<file path="src/hdl/asder_pkg.sv">
// Package: register map, field layout, reset values and threshold tables of the amplifier register bank
package asder_pkg;

  // ********************************************************************
  // Register offsets
  // ********************************************************************
  localparam logic [7:0] ADDR_MODE_CTRL  = 8'h02;
  localparam logic [7:0] ADDR_ALC_CTRL1  = 8'h03;
  localparam logic [7:0] ADDR_ALC_CTRL2  = 8'h04;
  localparam logic [7:0] ADDR_POWER_DOWN = 8'h05;
  localparam logic [7:0] ADDR_FAULT      = 8'h06;
  localparam logic [7:0] ADDR_FAULT_CLR  = 8'h07;
  localparam logic [7:0] ADDR_SOFT_RST   = 8'h08;

  // ********************************************************************
  // Reset values
  // ********************************************************************
  localparam logic [7:0] RST_MODE_CTRL  = 8'h0c;
  localparam logic [7:0] RST_ALC_CTRL1  = 8'h2b;
  localparam logic [7:0] RST_ALC_CTRL2  = 8'h4b;
  localparam logic [7:0] RST_POWER_DOWN = 8'h03;

  // ********************************************************************
  // Field positions
  // ********************************************************************
  localparam int MODE_OC_REC_BIT   = 3;
  localparam int MODE_OT_REC_BIT   = 2;
  localparam int MODE_USED_MSB     = 3;
  localparam int ALC2_MODE_BIT     = 4;
  localparam int ALC2_CODE_MSB     = 3;
  localparam int PD_RIGHT_BIT      = 1;
  localparam int PD_LEFT_BIT       = 0;
  localparam int FLT_OC_RIGHT_BIT  = 3;
  localparam int FLT_OC_LEFT_BIT   = 2;
  localparam int FLT_OT_WARN_BIT   = 1;
  localparam int FLT_OT_ERR_BIT    = 0;
  localparam int FAULT_SOURCES     = 4;

  // ********************************************************************
  // Threshold tables: percent of supply, and 8 ohm power in 10 mW units
  // ********************************************************************
  localparam logic [7:0] PCT_TABLE [16] = '{
    8'h40, 8'h42, 8'h43, 8'h45, 8'h46, 8'h48, 8'h4a, 8'h4c,
    8'h4e, 8'h50, 8'h53, 8'h55, 8'h58, 8'h5a, 8'h5d, 8'h60};
  localparam logic [7:0] PWR_TABLE [16] = '{
    8'h2a, 8'h2e, 8'h32, 8'h36, 8'h3b, 8'h3f, 8'h44, 8'h49,
    8'h4e, 8'h53, 8'h59, 8'h5f, 8'h64, 8'h6a, 8'h71, 8'h77};

endpackage

</file>
<file path="src/hdl/asder_fault_if.sv">
// Interface: fault detector levels, recovery controls and fault state between register bank and fault tracker
`timescale 1ns/1ps
interface asder_fault_if #(parameter int N = 4);
  logic [N-1:0] det_raw;     // Detector pins, unsynchronised
  logic [N-1:0] recov_en;    // Automatic recovery per source
  logic         clear;       // Error clear write pulse
  logic [N-1:0] flag;        // Reported fault flags
  logic [N-1:0] hold;        // Fault state; overcurrent and thermal error bits force shutdown

  modport bank (output det_raw, output recov_en, output clear, input flag, input hold);
  modport track (input det_raw, input recov_en, input clear, output flag, output hold);
endinterface

</file>
<file path="src/hdl/asder_fault.sv">
// Fault tracker: synchronises detector pins, keeps flags and latched fault state
`timescale 1ns/1ps
module asder_fault
  import asder_pkg::*;
#(
  parameter int N = 4
) (
  // Clock and reset
  input  wire logic clk,
  input  wire logic rst_b,
  // Fault carrier
  asder_fault_if.track f
);

  // ********************************************************************
  // Synchroniser and storage
  // ********************************************************************
  logic [N-1:0] sync1;
  logic [N-1:0] sync2;
  logic [N-1:0] flag;
  logic [N-1:0] latched;

  // Refuse an empty source list at elaboration
  if (N < 1) begin : g_bad_sources
    $error("asder_fault needs at least one source");
  end

  // Two stage synchroniser for the detector pins
  always_ff @(posedge clk) begin
    if (!rst_b) begin
      sync1 <= '0;
      sync2 <= '0;
    end else begin
      sync1 <= f.det_raw;
      sync2 <= sync1;
    end
  end

  // Flags set while recovery control is on; clear write drops them, a new event wins
  always_ff @(posedge clk) begin
    if (!rst_b) begin
      flag <= '0;
    end else begin
      flag <= ((f.clear ? '0 : flag) | (sync2 & f.recov_en));
    end
  end

  // Without autorecovery a fault stays latched until the host clears it
  always_ff @(posedge clk) begin
    if (!rst_b) begin
      latched <= '0;
    end else begin
      latched <= ((f.clear ? '0 : latched) | (sync2 & ~f.recov_en));
    end
  end

  // With autorecovery the live detector alone holds the fault
  assign f.flag = flag;
  assign f.hold = latched | sync2;

endmodule

</file>
<file path="src/hdl/asder_regs.sv">
// Control register bank of the stereo amplifier: shutdown, fault flags, error clear, soft reset, limiter threshold
`timescale 1ns/1ps
module asder_regs
  import asder_pkg::*;
(
  // Clock and reset
  input  wire logic       clk,
  input  wire logic       rst_b,
  // Register port from the serial bus decoder
  input  wire logic       reg_wr_en,
  input  wire logic       reg_rd_en,
  input  wire logic [7:0] reg_addr,
  input  wire logic [7:0] reg_wdata,
  output logic      [7:0] reg_rdata,
  output logic            reg_rd_valid,
  // Fault detector pins
  input  wire logic       oc_right_det,
  input  wire logic       oc_left_det,
  input  wire logic       ot_warn_det,
  input  wire logic       ot_err_det,
  // Amplifier controls
  output logic            right_amp_enable,
  output logic            left_amp_enable,
  output logic [7:0]      alc_ctrl1,
  output logic            alc_enable,
  output logic [1:0]      alc_compression,
  output logic            threshold_mode_select,
  output logic [3:0]      limiter_threshold_code,
  output logic [7:0]      limiter_threshold_value,
  output logic [1:0]      mix_select
);

  // ********************************************************************
  // Control registers
  // ********************************************************************
  logic [MODE_USED_MSB:0] mode_ctrl;
  logic [7:0]             alc_ctrl2;
  logic                   right_power_down;
  logic                   left_power_down;
  logic                   wr_mode;
  logic                   wr_alc1;
  logic                   wr_alc2;
  logic                   wr_pd;
  logic                   wr_clr;
  logic                   wr_srst;
  logic [7:0]             next_rdata;
  logic [7:0]             fault_flags;
  logic                   overcurrent_recovery_enable;
  logic                   thermal_recovery_enable;

  asder_fault_if #(.N(FAULT_SOURCES)) flt ();

  // Threshold lookup for both modes
  function automatic logic [7:0] asder_threshold(input logic fixed_power, input logic [3:0] code);
    logic [7:0] v;
    v = fixed_power ? PWR_TABLE[code] : PCT_TABLE[code];
    return v;
  endfunction

  // Write strobe decode
  always_comb begin
    wr_mode = 1'b0;
    wr_alc1 = 1'b0;
    wr_alc2 = 1'b0;
    wr_pd   = 1'b0;
    wr_clr  = 1'b0;
    wr_srst = 1'b0;
    if (reg_wr_en && reg_addr == ADDR_MODE_CTRL) begin
      wr_mode = 1'b1;
    end else if (reg_wr_en && reg_addr == ADDR_ALC_CTRL1) begin
      wr_alc1 = 1'b1;
    end else if (reg_wr_en && reg_addr == ADDR_ALC_CTRL2) begin
      wr_alc2 = 1'b1;
    end else if (reg_wr_en && reg_addr == ADDR_POWER_DOWN) begin
      wr_pd = 1'b1;
    end else if (reg_wr_en && reg_addr == ADDR_FAULT_CLR) begin
      wr_clr = 1'b1;
    end else if (reg_wr_en && reg_addr == ADDR_SOFT_RST) begin
      wr_srst = 1'b1;
    end
  end

  // Mode control: recovery enables and mixing
  always_ff @(posedge clk) begin
    if (!rst_b || wr_srst) begin
      mode_ctrl <= RST_MODE_CTRL[MODE_USED_MSB:0];
    end else if (wr_mode) begin
      mode_ctrl <= reg_wdata[MODE_USED_MSB:0];
    end
  end

  // Limiter timing register
  always_ff @(posedge clk) begin
    if (!rst_b || wr_srst) begin
      alc_ctrl1 <= RST_ALC_CTRL1;
    end else if (wr_alc1) begin
      alc_ctrl1 <= reg_wdata;
    end
  end

  // Limiter level register with threshold mode and code
  always_ff @(posedge clk) begin
    if (!rst_b || wr_srst) begin
      alc_ctrl2 <= RST_ALC_CTRL2;
    end else if (wr_alc2) begin
      alc_ctrl2 <= reg_wdata;
    end
  end

  // Channel power-down bits, both set after reset
  always_ff @(posedge clk) begin
    if (!rst_b || wr_srst) begin
      right_power_down <= RST_POWER_DOWN[PD_RIGHT_BIT];
      left_power_down  <= RST_POWER_DOWN[PD_LEFT_BIT];
    end else if (wr_pd) begin
      right_power_down <= reg_wdata[PD_RIGHT_BIT];
      left_power_down  <= reg_wdata[PD_LEFT_BIT];
    end
  end

  // ********************************************************************
  // Fault tracking
  // ********************************************************************
  assign overcurrent_recovery_enable = mode_ctrl[MODE_OC_REC_BIT];
  assign thermal_recovery_enable     = mode_ctrl[MODE_OT_REC_BIT];

  // Detector pins and recovery controls into the tracker
  always_comb begin
    flt.det_raw                   = '0;
    flt.recov_en                  = '0;
    flt.det_raw[FLT_OC_RIGHT_BIT] = oc_right_det;
    flt.det_raw[FLT_OC_LEFT_BIT]  = oc_left_det;
    flt.det_raw[FLT_OT_WARN_BIT]  = ot_warn_det;
    flt.det_raw[FLT_OT_ERR_BIT]   = ot_err_det;
    flt.recov_en[FLT_OC_RIGHT_BIT] = overcurrent_recovery_enable;
    flt.recov_en[FLT_OC_LEFT_BIT]  = overcurrent_recovery_enable;
    flt.recov_en[FLT_OT_WARN_BIT]  = thermal_recovery_enable;
    flt.recov_en[FLT_OT_ERR_BIT]   = thermal_recovery_enable;
    flt.clear                      = wr_clr;
  end

  asder_fault #(.N(FAULT_SOURCES)) u_fault (
    .clk   (clk),
    .rst_b (rst_b),
    .f     (flt)
  );

  assign fault_flags = {4'h0, flt.flag};

  // ********************************************************************
  // Amplifier control outputs
  // ********************************************************************
  // Channel enables combine power-down, overcurrent and thermal error state
  always_ff @(posedge clk) begin
    if (!rst_b) begin
      right_amp_enable <= 1'b0;
      left_amp_enable  <= 1'b0;
    end else begin
      right_amp_enable <= !right_power_down && !flt.hold[FLT_OC_RIGHT_BIT] && !flt.hold[FLT_OT_ERR_BIT];
      left_amp_enable  <= !left_power_down && !flt.hold[FLT_OC_LEFT_BIT] && !flt.hold[FLT_OT_ERR_BIT];
    end
  end

  // Threshold value: percent of supply or power in 10 mW units
  always_ff @(posedge clk) begin
    if (!rst_b) begin
      limiter_threshold_value <= 8'h00;
    end else begin
      limiter_threshold_value <= asder_threshold(alc_ctrl2[ALC2_MODE_BIT], alc_ctrl2[ALC2_CODE_MSB:0]);
    end
  end

  assign alc_enable             = alc_ctrl2[7];
  assign alc_compression        = alc_ctrl2[6:5];
  assign threshold_mode_select  = alc_ctrl2[ALC2_MODE_BIT];
  assign limiter_threshold_code = alc_ctrl2[ALC2_CODE_MSB:0];
  assign mix_select             = mode_ctrl[1:0];

  // ********************************************************************
  // Read path
  // ********************************************************************
  // Read mux; write-only and unmapped offsets read zero
  always_comb begin
    next_rdata = 8'h00;
    if (reg_addr == ADDR_MODE_CTRL) begin
      next_rdata = {4'h0, mode_ctrl};
    end else if (reg_addr == ADDR_ALC_CTRL1) begin
      next_rdata = alc_ctrl1;
    end else if (reg_addr == ADDR_ALC_CTRL2) begin
      next_rdata = alc_ctrl2;
    end else if (reg_addr == ADDR_POWER_DOWN) begin
      next_rdata = {6'h00, right_power_down, left_power_down};
    end else if (reg_addr == ADDR_FAULT) begin
      next_rdata = fault_flags;
    end else if (reg_addr == ADDR_FAULT_CLR || reg_addr == ADDR_SOFT_RST) begin
      next_rdata = 8'h00;
    end
  end

  // Registered read data, one cycle after the read strobe
  always_ff @(posedge clk) begin
    if (!rst_b) begin
      reg_rdata    <= 8'h00;
      reg_rd_valid <= 1'b0;
    end else begin
      reg_rd_valid <= reg_rd_en;
      if (reg_rd_en) begin
        reg_rdata <= next_rdata;
      end
    end
  end

endmodule

</file>
<file path="config.mk">
export PLATFORM = sky130hd
export DESIGN_NAME = asder_regs
export DESIGN_NICKNAME = d
export VERILOG_FILES = /design/src/hdl/asder_pkg.sv /design/src/hdl/asder_fault_if.sv /design/src/hdl/asder_fault.sv /design/src/hdl/asder_regs.sv
export SDC_FILE = /design/constraint.sdc
export NUM_CORES = 1
export LEC_CHECK = 0
export ABC_AREA = 1
export BUFFER_PORTS_ARGS = -buffer_cell sky130_fd_sc_hd__buf_2
export CORE_MARGIN = 10
export CORE_UTILIZATION = 35
export CTS_CLUSTER_DIAMETER = 100
export DETAILED_ROUTE_END_ITERATION = 12
export PLACE_DENSITY = 0.65
export RECOVER_POWER = 100
export SYNTH_ARGS = -nofsm -noshare
export SYNTH_HDL_FRONTEND = slang
export SYNTH_SLANG_ARGS = --single-unit
export TNS_END_PERCENT = 30
</file>
<file path="constraint.sdc">
create_clock -name clk -period 2.9 [get_ports clk]
set_input_delay 0.435 -clock clk [delete_from_list [all_inputs] [get_ports clk]]
set_output_delay 0.435 -clock clk [all_outputs]
set_load 0.1 [all_outputs]
</file>
After elaboration in Yosys (flattened, before gate mapping). Memories as Yosys holds them, arrays and structs flattened. Index checks and enable logic that the tools add are counted.

$lt $le $gt $ge: 1. Equal/unequal tests: 7. Muxes and demuxes: 33. Bitwise logic cells: 7. Reductions and logical operators: 17.

Operators by type and width (count): 8-bit two-way mux (8); 8-bit by 3-bit == test with 1-bit output, second input constant (4); 1-bit two-way mux (21); 8-bit by 2-bit == test with 1-bit output, second input constant (2); 4-bit two-way mux (4); 4-bit OR (3); 1-bit logical AND (10); 4-bit bitwise AND (2); 8-bit by 4-bit == test with 1-bit output, second input constant (1); 1-bit zero test (6); 5-bit greater-or-equal comparator, second input constant (1); 4-bit NOT with 5-bit output (1); 4-bit NOT (1); 1-bit logical OR (1).

Register bits after elaboration: 57. Bits in read-only memories: 256. Input bits: 24. Logic and storage cells: 81. Memories: 2.

Memories: (name not given) (words 16, bits a word 8, rd ports 1, clocked after memory_dff 0, wr ports 0, RTL line asder_regs.sv:56) `v = fixed_power ? PWR_TABLE[code] : PCT_TABLE[code];`; (name not given) (words 16, bits a word 8, rd ports 1, clocked after memory_dff 0, wr ports 0, RTL line asder_regs.sv:56).

Longest topological paths before layout. Gate-level depths: netlist of the first run.

Depth in word-level cells: 9. Mapped depth: 10. Mapped depth without buffers: 9.

Modules after synthesis. A second synthesis of the first run with hierarchy kept.

Cells, all modules: 361. Area, all modules: 2710.1 µm².

Modules (own cells, without submodules): asder_regs (instances 1, cells each 294, area each 2135.8 µm²); asder_fault (instances 1, cells each 67, area each 574.3 µm²).

Worst setup path after synthesis of the first run. No wires, ideal clock.

Kind: register to register. Start point: register alc_ctrl2[1]. End point: register limiter_threshold_value[2]. Setup time: 0.064 ns. Data arrival time: 2.164 ns. Data required time: 2.836 ns. Setup slack: 0.672 ns. Cell stages (with the launch flop): 7. Path buffers: 0. Clock period less this slack: 2.228 ns. Cell sequence: dfxtp_1 inv_1 ha_1 or2_2 a21oi_1 nor2_1 nor2_1.

Word-level cells in the longest chain between the ends: 5. Elaborated cells on any way between the ends: 8. Classes of those cells: mux (5); bitwise (1); memory (2).

RTL lines: from (decl) (RTL line asder_regs.sv:37) `logic [7:0] alc_ctrl2;`; from (signal assigned) (RTL line asder_regs.sv:106) `alc_ctrl2 <= reg_wdata;`; 4-bit NOT with 5-bit output (not written as such) * (RTL line asder_regs.sv:56); memory read 16 x 8 bit; 8-bit two-way mux (not written as such) (2 in series) (RTL line asder_regs.sv:56); 8-bit two-way mux * (RTL line asder_regs.sv:56); to (signal assigned) (RTL line asder_regs.sv:169) `limiter_threshold_value <= asder_threshold(alc_ctrl2[ALC2_MODE_BIT], alc_ctrl2[ALC2_CODE_MSB:0]);`; to (decl) (RTL line asder_regs.sv:29) `output logic [7:0] limiter_threshold_value,`.

Every way passes the cells marked *; elsewhere a longest branch is shown, timed or not. The select of a mux whose other input is x is not followed. A chain may end at the register's enable or synchronous reset.

Worst setup path in the final report of the first run.
Start point: register alc_ctrl2[2]. End point: output port limiter_threshold_code[2].

RTL lines: to (decl) (RTL line asder_regs.sv:28) `output logic [3:0] limiter_threshold_code,`.

No word-level cell between the ends.

==> impl_metrics.env, run 1 <==
export IMPL_status="finished, final reports clean"
export IMPL_worstReg2RegEnd="limiter_threshold_value[2]"
export IMPL_synth_ff_type="dfxtp_1"
export IMPL_fin_setup_tns_ps=0
export IMPL_antenna_found_initial=0
export IMPL_grt_use_total=0.121
export IMPL_portBuffers=59
export IMPL_start_util=0.365
export IMPL_cp_max_fo=16
export IMPL_clkSinkCount=55
export IMPL_rsz0062_at_grt="false"
export IMPL_synth_edff_count=0
export IMPL_place_area_mm2=0.00287
export IMPL_drc=0
export IMPL_num_io_pins=61
export IMPL_m1WireLength_mm=3.23
export IMPL_cp_slowest_cell="clkbuf_1"
export IMPL_num_antenna_cells=0
export IMPL_syn_to_final_growth_pct=15.8
export IMPL_cts_htree_levels=2
export IMPL_finalCriticalPeriod_ps=2330
export IMPL_routabilityCongestion=0.856
export IMPL_viasPerCell=4.71
export IMPL_finalPower_mw=1.41
export IMPL_nets=429
export IMPL_routed_wl_mm=6.76
export IMPL_hold_viol=0
export IMPL_dr_pass1_iters=4
export IMPL_dieArea_mm2=0.0110
export IMPL_cp_end_kind="primary output"
export IMPL_min_path_type="input port to flip-flop"
export IMPL_postLayoutCellArea_mm2=0.00291
export IMPL_whs_endpoint="u_fault.sync1[0]"
export IMPL_clock_latency_ps=310
export IMPL_dpl_hpwl_mm=5.21
export IMPL_slowest_delay_ps=930
export IMPL_syn_area_mm2=0.00251
export IMPL_fillers=737
export IMPL_grt_max_degree=20
export IMPL_postCtsSetupBuffers=0
export IMPL_cts_root_buf="clkbuf_8"
export IMPL_arrival_ps=1890
export IMPL_finalCritPeriodShare=0.803
export IMPL_rows=30
export IMPL_min_from="ot_err_det"
export IMPL_hold_depth=3
export IMPL_slew_viol_final=0
export IMPL_clk_path_buf_depth=2
export IMPL_die_w_um=105
export IMPL_fmax_mhz=430
export IMPL_async_reset_ff_frac=0
export IMPL_synth_cells=340
export IMPL_grt_pass1_vias=2236
export IMPL_ant_nets=0
export IMPL_worst_r2r_cell_count=7
export IMPL_cts_inserted_buffers=5
export IMPL_ir_worst_vdd_mv=0.203
export IMPL_fin_worst_skew_ps=9.70
export IMPL_worstPathCellList="clkbuf_1"
export IMPL_avgSynthCellArea_um2=7.38
export IMPL_grt_overflow_total=0
export IMPL_p_leak_nw=1.34
export IMPL_routed_top_layer="met4"
export IMPL_critPathBufInv=1
export IMPL_crit_path_start_kind="flip-flop"
export IMPL_die_h_um=105
export IMPL_first_iter_violations=119
export IMPL_powerDensity_mw_per_mm2=486
export IMPL_worst_slew_pin_slew_ps=1200
export IMPL_finalSetupViolations=0
export IMPL_worstSetupPathType="flip-flop to primary output"
export IMPL_grt_pass1_wl_mm=11.1
export IMPL_r2r_start="alc_ctrl2[1]"
export IMPL_wl_per_cell_um=13.7
export IMPL_ys_seq_area_frac=0.439
export IMPL_synth_seq_cells=55
export IMPL_crit_required_ps=2470
export IMPL_postCtsResizedCells=0
export IMPL_wl_met2_mm=3.09
export IMPL_clkTransAtPathRegs_ps=100
export IMPL_mostFrequentLayoutCell="nand2_1"
export IMPL_synth_cell_types=29
export IMPL_ys_warn_count=0
export IMPL_mostFrequentLayoutCells="nand2_1, dfxtp_1, clkbuf_1, inv_1, a21oi_1"
export IMPL_cts_tree="yes"
export IMPL_route_met3_wl_um=344
export IMPL_fin_util=0.423
export IMPL_core_area_mm2=0.00687
export IMPL_drive_gt1_frac=0.106
export IMPL_vias=2323
export IMPL_hold_worst_slack_ps=307
export IMPL_slew_headroom=0.206
export IMPL_critPathTopFamily="buffers and inverters"
export IMPL_r2r_slack_ps=1250
export IMPL_maxCapViolations=0
export IMPL_ctsHoldBuffers=0
export IMPL_syn_nets=372
cell usage after synthesis, types with 2 or more instances:
cell,n,area [um^2]
nor3b_1,3,22.5
nand2_2,2,12.5
nand2_1,100,375
nor3_1,2,10.0
inv_2,5,18.8
ha_1,8,100
a21oi_1,31,155
inv_4,2,12.5
inv_1,31,116
a41oi_1,2,17.5
clkbuf_1,2,7.51
nor2_1,29,109
o211ai_2,3,37.5
or2_2,3,18.8
o21ai_0,11,55.1
nand3_1,17,85.1
buf_2,4,20.0
dfxtp_1,55,1100
nor2_4,3,33.8
o21ai_1,3,15.0
nand4_1,5,31.3
buf_4,4,30.0
o211ai_1,9,67.6
sequential cells by signal (all words and copies together) (netlist names), 3 cells and up:
| register | cells |
|---|---|
| reg_rdata | 8 |
| mode_ctrl | 4 |
| limiter_threshold_value | 7 |
| u_fault.sync1 | 4 |
| u_fault.sync2 | 4 |
| alc_ctrl2 | 8 |
| u_fault.f.flag | 4 |
| alc_ctrl1 | 8 |
| u_fault.latched | 3 |
worst max path at each step:
stage	startpoint	endpoint	slack [ps]	depth (start not counted)
2_1_floorplan	alc_ctrl2[1]	limiter_threshold_value[2]	670	6
3_3_place_gp	reg_addr[7]	alc_ctrl2[3]	1290	9
5_1_grt	alc_ctrl2[2]	limiter_threshold_code[2]	490	1
4_1_cts	alc_ctrl2[2]	limiter_threshold_code[2]	960	1
3_5_place_dp	reg_addr[7]	alc_ctrl2[3]	1250	9
6_report	alc_ctrl2[2]	limiter_threshold_code[2]	570	1
report_power, final:
group	internal [mW]	switching (mW)	leakage, nW
clock	0.253	0.253	0.0502
combinational	0.0271	0.103	0.843
sequential	0.769	0.00637	0.448
final cells by class:
type,instances,area (um^2),area share
Clock inverter,2,37.5,0.0129
Timing Repair Buffer,61,256,0.0882
Clock buffer,5,68.8,0.0237
Sequential cell,55,1100,0.379
Tap cell,96,120,0.0413
Multi-Input combinational cell,235,1170,0.403
Inverter,39,151,0.0521
metrics by stage:
stage | setup WS [ps] | std cells
final | 573 | 493
after floorplan | 672 | 340
after global placement | 1290 | 486
after CTS | 960 | 493
after global routing | 486 | 493
after detailed placement | 1250 | 486
metal layers:
layer,track usage,vias to the layer above
met3,0.0319,6
met4,0.0471,0
met2,0.191,66
met5,0,-
li1,-,1204
met1,0.154,1047
cells by family (layout without fill, tap and decap cells):
family / after synthesis / after routing / synth area share
other: 1 / 1 / 0.00149
buffers and inverters: 50 / 107 / 0.0877
adder cells (fa/ha/maj): 8 / 8 / 0.0399
AND/OR/NAND/NOR: 166 / 166 / 0.291
flip-flops: 55 / 55 / 0.439
AO/OA/AOI/OAI: 60 / 60 / 0.142
Note: power is estimated with default switching activity, not from simulation.
==> run 2, diff against run 1 <==
- ABC_AREA: 1 -> 0
- clock period: 2.9 -> 2.4 ns (I/O delays scaled with it)
==> impl_metrics.env, run 2 <==
export IMPL_syn_area_mm2=0.00252
export IMPL_worstPathCellList="clkbuf_2"
export IMPL_synth_seq_cells=55
export IMPL_ys_seq_area_frac=0.437
export IMPL_critPathBufInv=1
export IMPL_fin_util=0.425
export IMPL_yosysTopAreaCell="dfxtp_1"
export IMPL_cp_end_kind="primary output"
export IMPL_top_regs="alc_ctrl1 x8, alc_ctrl2 x8, reg_rdata x8"
export IMPL_critPathTopFamily="flip-flops"
export IMPL_mostFrequentLayoutCell="dfxtp_1"
export IMPL_async_reset_ff_frac=0
export IMPL_ant_nets=0
export IMPL_slew_headroom=0.205
export IMPL_routed_wl_mm=6.72
export IMPL_vias=2140
export IMPL_crit_path_start_kind="flip-flop"
export IMPL_fin_cells=423
export IMPL_core_area_mm2=0.00691
export IMPL_crit_required_ps=2040
export IMPL_clkSinkCount=55
export IMPL_p_int_mw=1.39
export IMPL_cp_max_fo=20
export IMPL_ctsHoldBuffers=0
export IMPL_antenna_found_initial=0
export IMPL_sequentialPowerShare=0.516
export IMPL_portBuffers=59
export IMPL_finalSetupViolations=0
export IMPL_powerDensity_mw_per_mm2=617
export IMPL_synth_cell_types=50
export IMPL_drive_gt1_frac=0.119
export IMPL_synth_edff_count=0
export IMPL_maxCapViolations=0
export IMPL_r2r_start="alc_ctrl2[1]"
export IMPL_drc=0
export IMPL_yosysMostFrequentCell="dfxtp_1"
export IMPL_grt_max_degree=21
export IMPL_status="finished, final reports clean"
export IMPL_ys_warn_count=0
export IMPL_worst_slew_pin_slew_ps=1200
export IMPL_synth_common_cells="dfxtp_1, nand2_1, nor2_1"
export IMPL_nets=358
export IMPL_fin_worst_skew_ps=10.5
export IMPL_worst_r2r_cell_count=5
export IMPL_syn_to_final_growth_pct=16.6
export IMPL_finalPower_mw=1.81
export IMPL_cts_root_buf="clkbuf_8"
export IMPL_min_path_type="input port to flip-flop"
export IMPL_die_w_um=105
export IMPL_clkTransAtPathRegs_ps=100
export IMPL_grt_pass1_wl_mm=10.9
export IMPL_p_leak_nw=1.25
export IMPL_synth_area_leaders="dfxtp_1, mux2i_1, nand2_1"
export IMPL_grt_use_total=0.119
export IMPL_grt_pass1_vias=2123
export IMPL_start_util=0.365
export IMPL_finalCriticalPeriod_ps=2010
export IMPL_grt_overflow_total=0
export IMPL_ir_worst_vdd_mv=0.268
export IMPL_viasPerCell=5.06
export IMPL_rows=30
export IMPL_slew_viol_final=0
export IMPL_min_from="oc_right_det"
export IMPL_whs_endpoint="u_fault.sync1[3]"
export IMPL_synth_ff_type="dfxtp_1"
export IMPL_num_antenna_cells=0
export IMPL_cts_inserted_buffers=5
export IMPL_cts_tree="yes"
export IMPL_cts_htree_levels=2
export IMPL_finalCritPeriodShare=0.839
export IMPL_num_io_pins=61
export IMPL_wl_per_cell_um=15.9
export IMPL_power_switching_mw=0.424
export IMPL_dpl_hpwl_mm=5.03
export IMPL_pre_cts_slack_ps=602
export IMPL_syn_nets=304
export IMPL_fin_setup_tns_ps=0
export IMPL_slowest_delay_ps=760
export IMPL_rsz0062_at_grt="false"
export IMPL_hold_depth=2
export IMPL_dr_pass1_iters=5
export IMPL_cp_slowest_cell="dfxtp_1"
export IMPL_die_h_um=105
export IMPL_dieArea_mm2=0.0110
export IMPL_hold_viol=0
export IMPL_postCtsResizedCells=0
export IMPL_fmax_mhz=497
export IMPL_clock_latency_ps=310
export IMPL_numPlacedInstances=415
export IMPL_avgSynthCellArea_um2=9.26
export IMPL_synth_top_area_frac=0.437
export IMPL_postCtsSetupBuffers=0
export IMPL_mostFrequentLayoutCells="dfxtp_1, clkbuf_1, nand2_1, nor2_1, buf_2"
export IMPL_synth_cells=272
export IMPL_worst_slack_ps=387
export IMPL_path_depth=1
export IMPL_first_iter_violations=106
export IMPL_swShare=0.234
export IMPL_worstSetupPathType="flip-flop to primary output"
export IMPL_routabilityCongestion=0.849
export IMPL_r2r_slack_ps=580
export IMPL_clk_path_buf_depth=2
export IMPL_worstReg2RegEnd="limiter_threshold_value[1]"
export IMPL_clkPwrFrac=0.397
export IMPL_arrival_ps=1650
export IMPL_power_frac_comb=0.087
==> run 2: worst max-delay path by stage <==
stage / start / slack (ps) / endpoint
after CTS: alc_ctrl2[3] / 420 / limiter_threshold_code[3]
final: alc_ctrl2[3] / 390 / limiter_threshold_code[3]
after global routing: reg_addr[1] / 180 / mode_ctrl[3]
after floorplan: alc_ctrl2[1] / 50 / limiter_threshold_value[1]
after global placement: alc_ctrl2[1] / 630 / limiter_threshold_value[1]
after detailed placement: alc_ctrl2[1] / 600 / limiter_threshold_value[1]
==> run 2: cell families (layout without fill, tap and decap cells) <==
group | after synthesis | count (layout) | share of synthesized area
simple gates | 113 | 113 | 0.254
other cells | 1 | 1 | 0.00149
fa+ha+maj | 8 | 8 | 0.0397
mux | 17 | 17 | 0.0725
compound gates | 54 | 54 | 0.150
buf+inv | 24 | 79 | 0.0452
flops | 55 | 55 | 0.437
==> run 2: worst reg2reg max path, delay by kind of cell (launching register included) <==
family | cells | cell delay, ps
buffers and inverters | 1 | 160
AOI/OAI and AO/OA | 3 | 600
adders and majority gates | 1 | 350
DFF | 1 | 610
==> run 2: per-stage QoR <==
stage	hold slack [ps]	area (um^2)
floorplan	398	2520
global placement	415	2880
detailed placement	424	2880
CTS	242	3010
global route	252	2940
finish	251	2940
==> run 2: power by group through the flow <==
stage	logic, mW	clock network [mW]	registers (mW)
final	0.157	0.720	0.935
after global routing	0.170	0.755	0.937
after floorplan	0.0656	0	0.999
after CTS	0.163	0.725	0.935
after detailed placement	0.163	0	0.956
after global placement	0.161	0	0.956
==> run 2: area by class of cell <==
type / count / area, um^2
tap: 96 / 120
clock buffer: 6 / 72.6
fill: 752 / 3970
timing repair buffer: 62 / 272
sequential: 55 / 1100
clock inverter: 2 / 60.1
inverter: 9 / 33.8
multi-input combinational: 193 / 1280
==> run 2: routing by layer <==
layer | GRT usage | up-vias | part of all wire
met3 | 0.0381 | 9 | 0.056
li1 | - | 1061 | -
met5 | 0 | - | 0
met4 | 0.0402 | 0 | 0.012
met1 | 0.146 | 1022 | 0.46
met2 | 0.193 | 48 | 0.47
